`config.mk`:
```
export PLATFORM = sky130hd
export DESIGN_NAME = ldes_regs
export DESIGN_NICKNAME = d
export VERILOG_FILES = /design/src/logic/ldes_pkg.sv /design/src/logic/ldes_regs.sv /design/src/logic/ldes_tick.sv /design/src/logic/ldes_det.sv
export SDC_FILE = /design/constraint.sdc
export NUM_CORES = 1
export LEC_CHECK = 0
export ABC_AREA = 1
export BUFFER_PORTS_ARGS = -buffer_cell sky130_fd_sc_hd__buf_2
export CORE_MARGIN = 1.5
export CORE_UTILIZATION = 50
export CTS_CLUSTER_DIAMETER = 120
export CTS_CLUSTER_SIZE = 25
export DETAILED_ROUTE_END_ITERATION = 8
export GPL_TIMING_DRIVEN = 1
export HOLD_SLACK_MARGIN = 0.12
export PLACE_DENSITY = 0.68
export SYNTH_ARGS = -nofsm -noshare
export SYNTH_HDL_FRONTEND = slang
export SYNTH_SLANG_ARGS = --single-unit
export TNS_END_PERCENT = 30
```
`constraint.sdc`:
```
create_clock -name clk_i -period 4 [get_ports clk_i]
set_input_delay 0.6 -clock clk_i [delete_from_list [all_inputs] [get_ports clk_i]]
set_output_delay 0.6 -clock clk_i [all_outputs]
set_load 0.01 [all_outputs]
```
`src/logic/ldes_pkg.sv`:
```
// How it works
// [RL1] detect field sits in bits 3:2; code 00 keeps termination high impedance
// [RL2] code 01 tries every 12 ms, gives up after 50 tries
// [RL3] code 10 tries every 12 ms until a receiver is found
// [RL4] auto modes stay high impedance until found, then 50 ohm
// [RL5] code 11 gives 50 ohm at once, no tries
// [RL6] register detect field governs only under detect override, else pin
// [RL7] each input lane has an 8-bit equalizer level, reset 0x2f
// [RL8] swing register bit 7 enables short-circuit protection
// [RL9] swing register bit 6: 1 gen1/2 or 10ge, 0 gen3 or kr
// [RL10] register mode bit applies only under mode override, else pin
// [RL11] host keeps bits 5:3 of swing register at 101
// [RL12] swing bits 2:0 pick output amplitude; register resets to 0xad
// [RL13] override bit 3 set blocks detect pin, per-lane fields apply
// [RL14] override bit 2 set blocks mode pin, register bit applies
// [RL15] interval and try count from a clock counter, restarted on rewrite
// [RL16] reserved registers reset to defaults and just store writes
package ldes_pkg;
	localparam int unsigned CLK_HZ           = 40_000_000;
	localparam int unsigned DET_INTERVAL_MS  = 12;
	localparam int unsigned DET_LIMIT_MS     = 600;
	localparam int unsigned DET_INTERVAL_CYC =
		CLK_HZ / 1000 * DET_INTERVAL_MS;
	localparam int unsigned DET_ATTEMPTS     = DET_LIMIT_MS / DET_INTERVAL_MS;
	localparam int unsigned NUM_LANES        = 2;
	localparam int unsigned NUM_REGS         = 8;

	localparam logic [7:0] ADDR_PA_DET = 8'h0e;
	localparam logic [7:0] ADDR_PA_EQL = 8'h0f;
	localparam logic [7:0] ADDR_RSV_A  = 8'h10;
	localparam logic [7:0] ADDR_RSV_B  = 8'h11;
	localparam logic [7:0] ADDR_RSV_C  = 8'h12;
	localparam logic [7:0] ADDR_PB_DET = 8'h15;
	localparam logic [7:0] ADDR_PB_EQL = 8'h16;
	localparam logic [7:0] ADDR_SWING  = 8'h17;

	localparam logic [7:0] RST_DET   = 8'h00;
	localparam logic [7:0] RST_EQL   = 8'h2f;
	localparam logic [7:0] RST_RSV_A = 8'had;
	localparam logic [7:0] RST_RSV_B = 8'h02;
	localparam logic [7:0] RST_RSV_C = 8'h00;
	localparam logic [7:0] RST_SWING = 8'had;

	// entry i of the register file
	localparam logic [7:0][7:0] REG_ADDR = {ADDR_SWING, ADDR_PB_EQL,
		ADDR_PB_DET, ADDR_RSV_C, ADDR_RSV_B, ADDR_RSV_A, ADDR_PA_EQL,
		ADDR_PA_DET};
	localparam logic [7:0][7:0] REG_RST = {RST_SWING, RST_EQL, RST_DET,
		RST_RSV_C, RST_RSV_B, RST_RSV_A, RST_EQL, RST_DET};

	localparam logic [2:0] IDX_PA_DET = 3'h0;
	localparam logic [2:0] IDX_PA_EQL = 3'h1;
	localparam logic [2:0] IDX_PB_DET = 3'h5;
	localparam logic [2:0] IDX_PB_EQL = 3'h6;
	localparam logic [2:0] IDX_SWING  = 3'h7;
	localparam logic [1:0][2:0] LANE_DET_IDX = {IDX_PB_DET, IDX_PA_DET};

	localparam int unsigned DET_FLD_HI = 3;
	localparam int unsigned DET_FLD_LO = 2;
	localparam int unsigned SCP_BIT    = 7;
	localparam int unsigned MODE_BIT   = 6;
	localparam int unsigned SWING_HI   = 2;
	localparam int unsigned SWING_LO   = 0;

	localparam logic [1:0] DET_OFF     = 2'h0;
	localparam logic [1:0] DET_LIMITED = 2'h1;
	localparam logic [1:0] DET_ENDLESS = 2'h2;
	localparam logic [1:0] DET_FIXED   = 2'h3;

	typedef enum logic [4:0] {
		LDES_DET_HIZ    = 5'h01,
		LDES_DET_SEARCH = 5'h02,
		LDES_DET_FOUND  = 5'h04,
		LDES_DET_GAVEUP = 5'h08,
		LDES_DET_FIXED  = 5'h10
	} ldes_det_state_t;
endpackage : ldes_pkg

```
`src/logic/ldes_regs.sv`:
```
`timescale 1ns/10ps
module ldes_regs #(
	parameter int unsigned INTERVAL_CYC = ldes_pkg::DET_INTERVAL_CYC,
	parameter int unsigned ATTEMPTS     = ldes_pkg::DET_ATTEMPTS
) (
	input  wire logic       clk_i,
	input  wire logic       sys_rst_i,
	input  wire logic [7:0] reg_addr_i,
	input  wire logic       reg_wr_i,
	input  wire logic [7:0] reg_wdata_i,
	output logic      [7:0] reg_rdata_o,
	input  wire logic       override_detect_i,
	input  wire logic       override_mode_i,
	input  wire logic [1:0] receiver_detect_pin_i,
	input  wire logic       mode_pin_i,
	input  wire logic [1:0] rx_found_i,
	output logic      [1:0] det_try_o,
	output logic      [1:0] term_50_o,
	output logic      [7:0] port_a_equalizer_level_o,
	output logic      [7:0] port_b_equalizer_level_o,
	output logic            short_prot_en_o,
	output logic            mode_gen12_o,
	output logic      [2:0] output_swing_level_o
);
	localparam int unsigned NL = ldes_pkg::NUM_LANES;
	localparam int unsigned NR = ldes_pkg::NUM_REGS;

	typedef struct packed {
		logic [NR-1:0][7:0] regs;
		logic [7:0]         rdata;
		logic [1:0]         det_pin_s1;
		logic [1:0]         det_pin_s2;
		logic               mode_s1;
		logic               mode_s2;
		logic [NL-1:0]      found_s1;
		logic [NL-1:0]      found_s2;
		logic [NL-1:0][1:0] code_prev;
		logic [NL-1:0]      rewrite;
	} ldes_regs_st_t;

	ldes_regs_st_t      st_r;
	ldes_regs_st_t      st_nxt;
	logic [NL-1:0][1:0] eff_code;
	logic [NL-1:0]      restart;
	logic [NL-1:0]      tick;

	// effective detect code per lane and restart condition
	genvar l;
	generate
		for (l = 0; l < NL; l++) begin : g_lane
			assign eff_code[l] = override_detect_i ?
				st_r.regs[ldes_pkg::LANE_DET_IDX[l]]
					[ldes_pkg::DET_FLD_HI:ldes_pkg::DET_FLD_LO] :
				st_r.det_pin_s2; // RL6 RL13
			assign restart[l] = st_r.rewrite[l] ||
				(eff_code[l] != st_r.code_prev[l]); // RL15

			ldes_tick #(
				.PERIOD (INTERVAL_CYC)
			) u_tick (
				.clk_i     (clk_i),
				.sys_rst_i (sys_rst_i),
				.restart_i (restart[l]),
				.tick_o    (tick[l])
			);

			ldes_det #(
				.ATTEMPTS (ATTEMPTS)
			) u_det (
				.clk_i     (clk_i),
				.sys_rst_i (sys_rst_i),
				.code_i    (eff_code[l]),
				.restart_i (restart[l]),
				.tick_i    (tick[l]),
				.found_i   (st_r.found_s2[l]),
				.term_50_o (term_50_o[l]),
				.try_o     (det_try_o[l])
			);
		end
	endgenerate

	always_comb begin
		st_nxt            = st_r;
		st_nxt.det_pin_s1 = receiver_detect_pin_i;
		st_nxt.det_pin_s2 = st_r.det_pin_s1;
		st_nxt.mode_s1    = mode_pin_i;
		st_nxt.mode_s2    = st_r.mode_s1;
		st_nxt.found_s1   = rx_found_i;
		st_nxt.found_s2   = st_r.found_s1;
		st_nxt.code_prev  = eff_code;
		st_nxt.rewrite    = '0;
		st_nxt.rdata      = 8'h00;
		// whole-byte writes, reserved bits and registers just store
		for (int i = 0; i < NR; i++) begin
			if (reg_wr_i && reg_addr_i == ldes_pkg::REG_ADDR[i]) begin
				st_nxt.regs[i] = reg_wdata_i; // RL7 RL16
			end
			if (reg_addr_i == ldes_pkg::REG_ADDR[i]) begin
				st_nxt.rdata = st_r.regs[i];
			end
		end
		for (int k = 0; k < NL; k++) begin
			if (reg_wr_i && reg_addr_i ==
				ldes_pkg::REG_ADDR[ldes_pkg::LANE_DET_IDX[k]]) begin
				st_nxt.rewrite[k] = 1'b1; // RL15
			end
		end
	end

	always_ff @(posedge clk_i) begin
		if (sys_rst_i) begin
			st_r <= '{regs: ldes_pkg::REG_RST, default: '0}; // RL7 RL12 RL16
		end else begin
			st_r <= st_nxt;
		end
	end

	assign reg_rdata_o              = st_r.rdata;
	assign port_a_equalizer_level_o = st_r.regs[ldes_pkg::IDX_PA_EQL]; // RL7
	assign port_b_equalizer_level_o = st_r.regs[ldes_pkg::IDX_PB_EQL]; // RL7
	assign short_prot_en_o =
		st_r.regs[ldes_pkg::IDX_SWING][ldes_pkg::SCP_BIT]; // RL8
	assign mode_gen12_o = override_mode_i ?
		st_r.regs[ldes_pkg::IDX_SWING][ldes_pkg::MODE_BIT] :
		st_r.mode_s2; // RL9 RL10 RL14
	assign output_swing_level_o = st_r.regs[ldes_pkg::IDX_SWING]
		[ldes_pkg::SWING_HI:ldes_pkg::SWING_LO]; // RL12
endmodule : ldes_regs

```
`src/logic/ldes_tick.sv`:
```
`timescale 1ns/10ps
module ldes_tick #(
	parameter int unsigned PERIOD = ldes_pkg::DET_INTERVAL_CYC
) (
	input  wire logic clk_i,
	input  wire logic sys_rst_i,
	input  wire logic restart_i,
	output logic      tick_o
);
	localparam int unsigned CW = $clog2(PERIOD + 1);
	localparam logic [CW-1:0] LAST = CW'(PERIOD - 1);

	typedef struct packed {
		logic [CW-1:0] cnt;
		logic          tick;
	} ldes_tick_st_t;

	ldes_tick_st_t st_r;
	ldes_tick_st_t st_nxt;

	// interval counter, restarted on detect rewrite
	always_comb begin
		st_nxt      = st_r;
		st_nxt.tick = 1'b0;
		if (restart_i) begin
			st_nxt.cnt = '0; // RL15
		end else if (st_r.cnt == LAST) begin
			st_nxt.cnt  = '0;
			st_nxt.tick = 1'b1; // RL15
		end else begin
			st_nxt.cnt = st_r.cnt + 1'b1;
		end
	end

	always_ff @(posedge clk_i) begin
		if (sys_rst_i) begin
			st_r <= '0;
		end else begin
			st_r <= st_nxt;
		end
	end

	assign tick_o = st_r.tick;
endmodule : ldes_tick

```
`src/logic/ldes_det.sv`:
```
`timescale 1ns/10ps
module ldes_det #(
	parameter int unsigned ATTEMPTS = ldes_pkg::DET_ATTEMPTS
) (
	input  wire logic       clk_i,
	input  wire logic       sys_rst_i,
	input  wire logic [1:0] code_i,
	input  wire logic       restart_i,
	input  wire logic       tick_i,
	input  wire logic       found_i,
	output logic            term_50_o,
	output logic            try_o
);
	localparam int unsigned AW = $clog2(ATTEMPTS + 1);
	localparam logic [AW-1:0] LIMIT = AW'(ATTEMPTS);

	typedef struct packed {
		ldes_pkg::ldes_det_state_t state;
		logic [AW-1:0]             cnt;
		logic                      try_p;
		logic                      term;
	} ldes_det_st_t;

	ldes_det_st_t st_r;
	ldes_det_st_t st_nxt;

	always_comb begin
		st_nxt       = st_r;
		st_nxt.try_p = 1'b0;
		if (restart_i) begin
			st_nxt.cnt = '0; // RL15
			case (code_i)
				ldes_pkg::DET_OFF:     st_nxt.state = ldes_pkg::LDES_DET_HIZ; // RL1
				ldes_pkg::DET_LIMITED,
				ldes_pkg::DET_ENDLESS: st_nxt.state = ldes_pkg::LDES_DET_SEARCH;
				default:               st_nxt.state = ldes_pkg::LDES_DET_FIXED; // RL5
			endcase
		end else begin
			case (st_r.state)
				ldes_pkg::LDES_DET_SEARCH: begin
					if (found_i) begin
						st_nxt.state = ldes_pkg::LDES_DET_FOUND; // RL4
					end else if (tick_i) begin
						if (code_i == ldes_pkg::DET_LIMITED && st_r.cnt == LIMIT) begin
							st_nxt.state = ldes_pkg::LDES_DET_GAVEUP; // RL2
						end else begin
							st_nxt.try_p = 1'b1; // RL2 RL3
							if (st_r.cnt != LIMIT) begin
								st_nxt.cnt = st_r.cnt + 1'b1;
							end
						end
					end
				end
				ldes_pkg::LDES_DET_HIZ,
				ldes_pkg::LDES_DET_FOUND,
				ldes_pkg::LDES_DET_GAVEUP,
				ldes_pkg::LDES_DET_FIXED: st_nxt.state = st_r.state;
				default: st_nxt.state = ldes_pkg::LDES_DET_HIZ;
			endcase
		end
		st_nxt.term = (st_nxt.state == ldes_pkg::LDES_DET_FOUND) ||
			(st_nxt.state == ldes_pkg::LDES_DET_FIXED); // RL4 RL5
	end

	always_ff @(posedge clk_i) begin
		if (sys_rst_i) begin
			st_r <= '{state: ldes_pkg::LDES_DET_HIZ, default: '0};
		end else begin
			st_r <= st_nxt;
		end
	end

	assign term_50_o = st_r.term;
	assign try_o     = st_r.try_p;
endmodule : ldes_det

```
==> results.md <==
* Total CTS buffers at 17
* All-layer global routing usage at 0.205
* Setup repair bufs after CTS at 0
* Sequential area share after synthesis at 0.418
* Setup Crit Path Kind: register to register
* Area Growth Syn to Fin at 10.4%
* Worst path max stage delay at 0.46 ns
* Hold slack at 0.375 ns
* Crit path arrival time at 2.35 ns
* Pwr Density at 411 mW/mm^2
* Total die area at 0.0155 sq mm
* Startpoint Class: register
* First-pass GRT wire length at 26100 um
* RSZ-0062 raised after global routing: false
* Routed WL per cell at 12.8 um
* Critical path's slowest cell: dfxtp_1
* Number of port buffers at 58
* Pwr Total at 3.34 mW
* Leakage at ~3.4 nW
* Antenna diodes at 0
* Fraction of registers with async set or reset after synthesis at 0
* Crit path capture type: register
* Post-route cell area at 0.00814 sq mm
* Clock Path Buffers at 2
* Fill count at 1391
* Period utilization at 0.507
* Layout net count at 1050
* Endpoints failing hold at 0
* 1st-pass router iterations at 5
* Post-Syn Area at between 0.007 and 0.008 sq mm
* Status: finished clean
* Die Ht at 124 um
* Starting Density at 0.509
* Final critical-path required period at between 2 and 2.5 ns
* Netlist cell types at 40
* Vias in the first global route at 5532
* Critical path cell sequence: ha_1, nand2_1, nor2_1, inv_1, nor3_1, nand4_1, nand2_4, inv_2, nand3_1, inv_1
* Ports at 59
* Cells after DPL at 1177
* Final ANT Viol Nets at 0
* Synthesis Warnings at 0
* Skew final at about 0.0074 ns
* Detailed placer's ending HPWL at 11100 um
* Ys flop type: dfxtp_1
* Global route overflow at 0
* Sum Neg Setup Slack at 0 ns
* Die Wd at ~120 um
* Tightest Pin Transition at 0.779 ns
* Worst EP required at 4.32 ns
* Via count at 6147
* Clk Latency, worst-skew pair at 0.43 ns
* Antenna violations before repair at 0
* Core area at 0.0145 sq mm
* Max transition margin at 0.478
* # hold bufs at CTS at 0
* Fin. max-slew vios at 0
* Post-synth EDFFs at 0
* Cell mode on critical path: inv_1
* Synth Register Bits at 154
* DRT iter0 DRCs at around 320
* H-tree levels at 4
* CTS resizes at 0
* Clock transition at path regs at 0.06 ns
* Root buf cell: clkbuf_16
* Gpl congestion at 0.865
* Clk sinks at 154
* Net count after synthesis at 1027
* Final worst slack at 1.97 ns
* Layout Cells excl Fill at 1208
* Pre-CTS setup slack at 1.60 ns
* Site Rows at 44
* Area after DPL at between 0.007 and 0.008 sq mm
* Vias per cell at 5.09
* Max-cap violations at 0
* Final WL at 15400 um
* Layout cells sized above 1 at 0.161
* Mapped Cells at 989
* Largest net degree at the start of global routing at 53
* Synthesized area per cell at 7.45 sq um
* Util after Layout at 0.562
* Crit Path Max Fanout at 14
* Final Setup Violations at 0
* Max Clock Freq at 0.493 GHz
* CTS tree: yes
* Drc violations at 0
* Max IR drop VDD at 0.000276 V
* Hold Crit Class: primary input to register
-- worst max-delay path: cells and delay by family (launching register included) --
| family | cells | cell delay [ns] |
|---|---|---|
| adders and majority gates | 1 | 0.21 |
| buffers and inverters | 3 | 0.26 |
| and+or+nand+nor | 6 | 0.99 |
| DFF | 1 | 0.46 |
-- flip-flops by register name, indices dropped and copies added (netlist names) --
| register | cells |
|---|---|
| st_r | 55 |
| g_lane.u_tick.st_r | 38 |
| g_lane.u_det.st_r | 22 |
| port_a_equalizer_level_o | 8 |
| port_b_equalizer_level_o | 8 |
| reg_rdata_o | 8 |
| st_nxt | 5 |
| output_swing_level_o | 3 |
| g_lane.u_det.term_50_o | 2 |
| g_lane.u_det.try_o | 2 |
| g_lane.u_tick.tick_o | 2 |
| short_prot_en_o | 1 |
-- report_power, final --
part,total [mW],leakage [nW],switching [mW],internal (mW)
Sequential,1.56,1.24,0.0141,1.55
Clock,1.62,0.294,0.622,0.994
Combinational,0.165,1.87,0.117,0.0479
-- worst paths after layout --
path	from	end	slack, ns	cells after the start
max reg2reg	g_lane[0].u_tick.st_r[1]	g_lane[0].u_tick.st_r[19]	1.97	10
min	mode_pin_i	st_nxt[10]	0.38	3
min reg2reg	st_nxt[7]	st_r[7]	0.40	2
max	g_lane[0].u_tick.st_r[1]	g_lane[0].u_tick.st_r[19]	1.97	10
-- kinds of logic (layout without fill, tap and decap cells) --
group                      after synthesis  after routing  synth area share
DFF                                    154            154             0.418
buffers and inverters                  191            226             0.118
AOI/OAI and AO/OA                      150            150             0.115
adders and majority gates               12             12            0.0204
and+or+nand+nor                        466            466             0.306
xor gates and xnor gates                16             16            0.0226
-- cells in the final DEF, fill, tap and decap left out, types with 24 or more instances in the layout --
master     n
dfxtp_1  154
buf_2     58
o21ai_0   44
nor2_1    94
inv_1    127
a21oi_1   70
nor2_2    24
nand4_1   29
nand3_1   80
nand2_1  180
-- routing by layer --
metal / wire, um / share of wire / global-route usage / vias up
met5: 0 / 0 / 0 / -
met3: 796 / 0.052 / 0.0558 / 21
met2: 6930 / 0.45 / 0.324 / 137
li1: - / - / - / 3212
met1: 7510 / 0.49 / 0.273 / 2777
met4: 204 / 0.013 / 0.0629 / 0
-- area by class of cell --
type | count | area (sq um) | area share
Tap cell | 184 | 230 | 0.0283
Inverter | 135 | 509 | 0.0626
Sequential cell | 154 | 3080 | 0.379
Clock inverter | 11 | 145 | 0.0178
Clock buffer | 20 | 447 | 0.0549
Multi-Input combinational cell | 644 | 3420 | 0.420
Timing Repair Buffer | 60 | 305 | 0.0375
-- cell usage after synthesis, types with 2 or more instances --
cell | count | area share
nand2_1 | 180 | 0.092
dfxtp_1 | 154 | 0.42
inv_1 | 127 | 0.065
nor2_1 | 94 | 0.048
nand3_1 | 80 | 0.054
a21oi_1 | 70 | 0.048
o21ai_0 | 44 | 0.030
buf_4 | 32 | 0.033
nand4_1 | 29 | 0.025
nor2_2 | 24 | 0.020
o211ai_1 | 20 | 0.020
clkbuf_1 | 14 | 0.0071
nor3_1 | 13 | 0.0088
ha_1 | 12 | 0.020
xor2_1 | 9 | 0.011
a21oi_2 | 8 | 0.0095
nand2_4 | 8 | 0.012
nor2_4 | 7 | 0.011
nor3b_1 | 7 | 0.0071
buf_2 | 6 | 0.0041
inv_2 | 6 | 0.0031
nand2_2 | 6 | 0.0051
or2_2 | 5 | 0.0042
xnor2_1 | 5 | 0.0059
nor4_1 | 4 | 0.0034
buf_6 | 3 | 0.0046
a211oi_1 | 2 | 0.0020
a31oi_1 | 2 | 0.0017
clkinv_2 | 2 | 0.0014
nand3_2 | 2 | 0.0027
nand3b_1 | 2 | 0.0020
nor2_8 | 2 | 0.0054
nor3_2 | 2 | 0.0027
o21ai_1 | 2 | 0.0014
No activity file was read; power rests on OpenSTA's default activity.
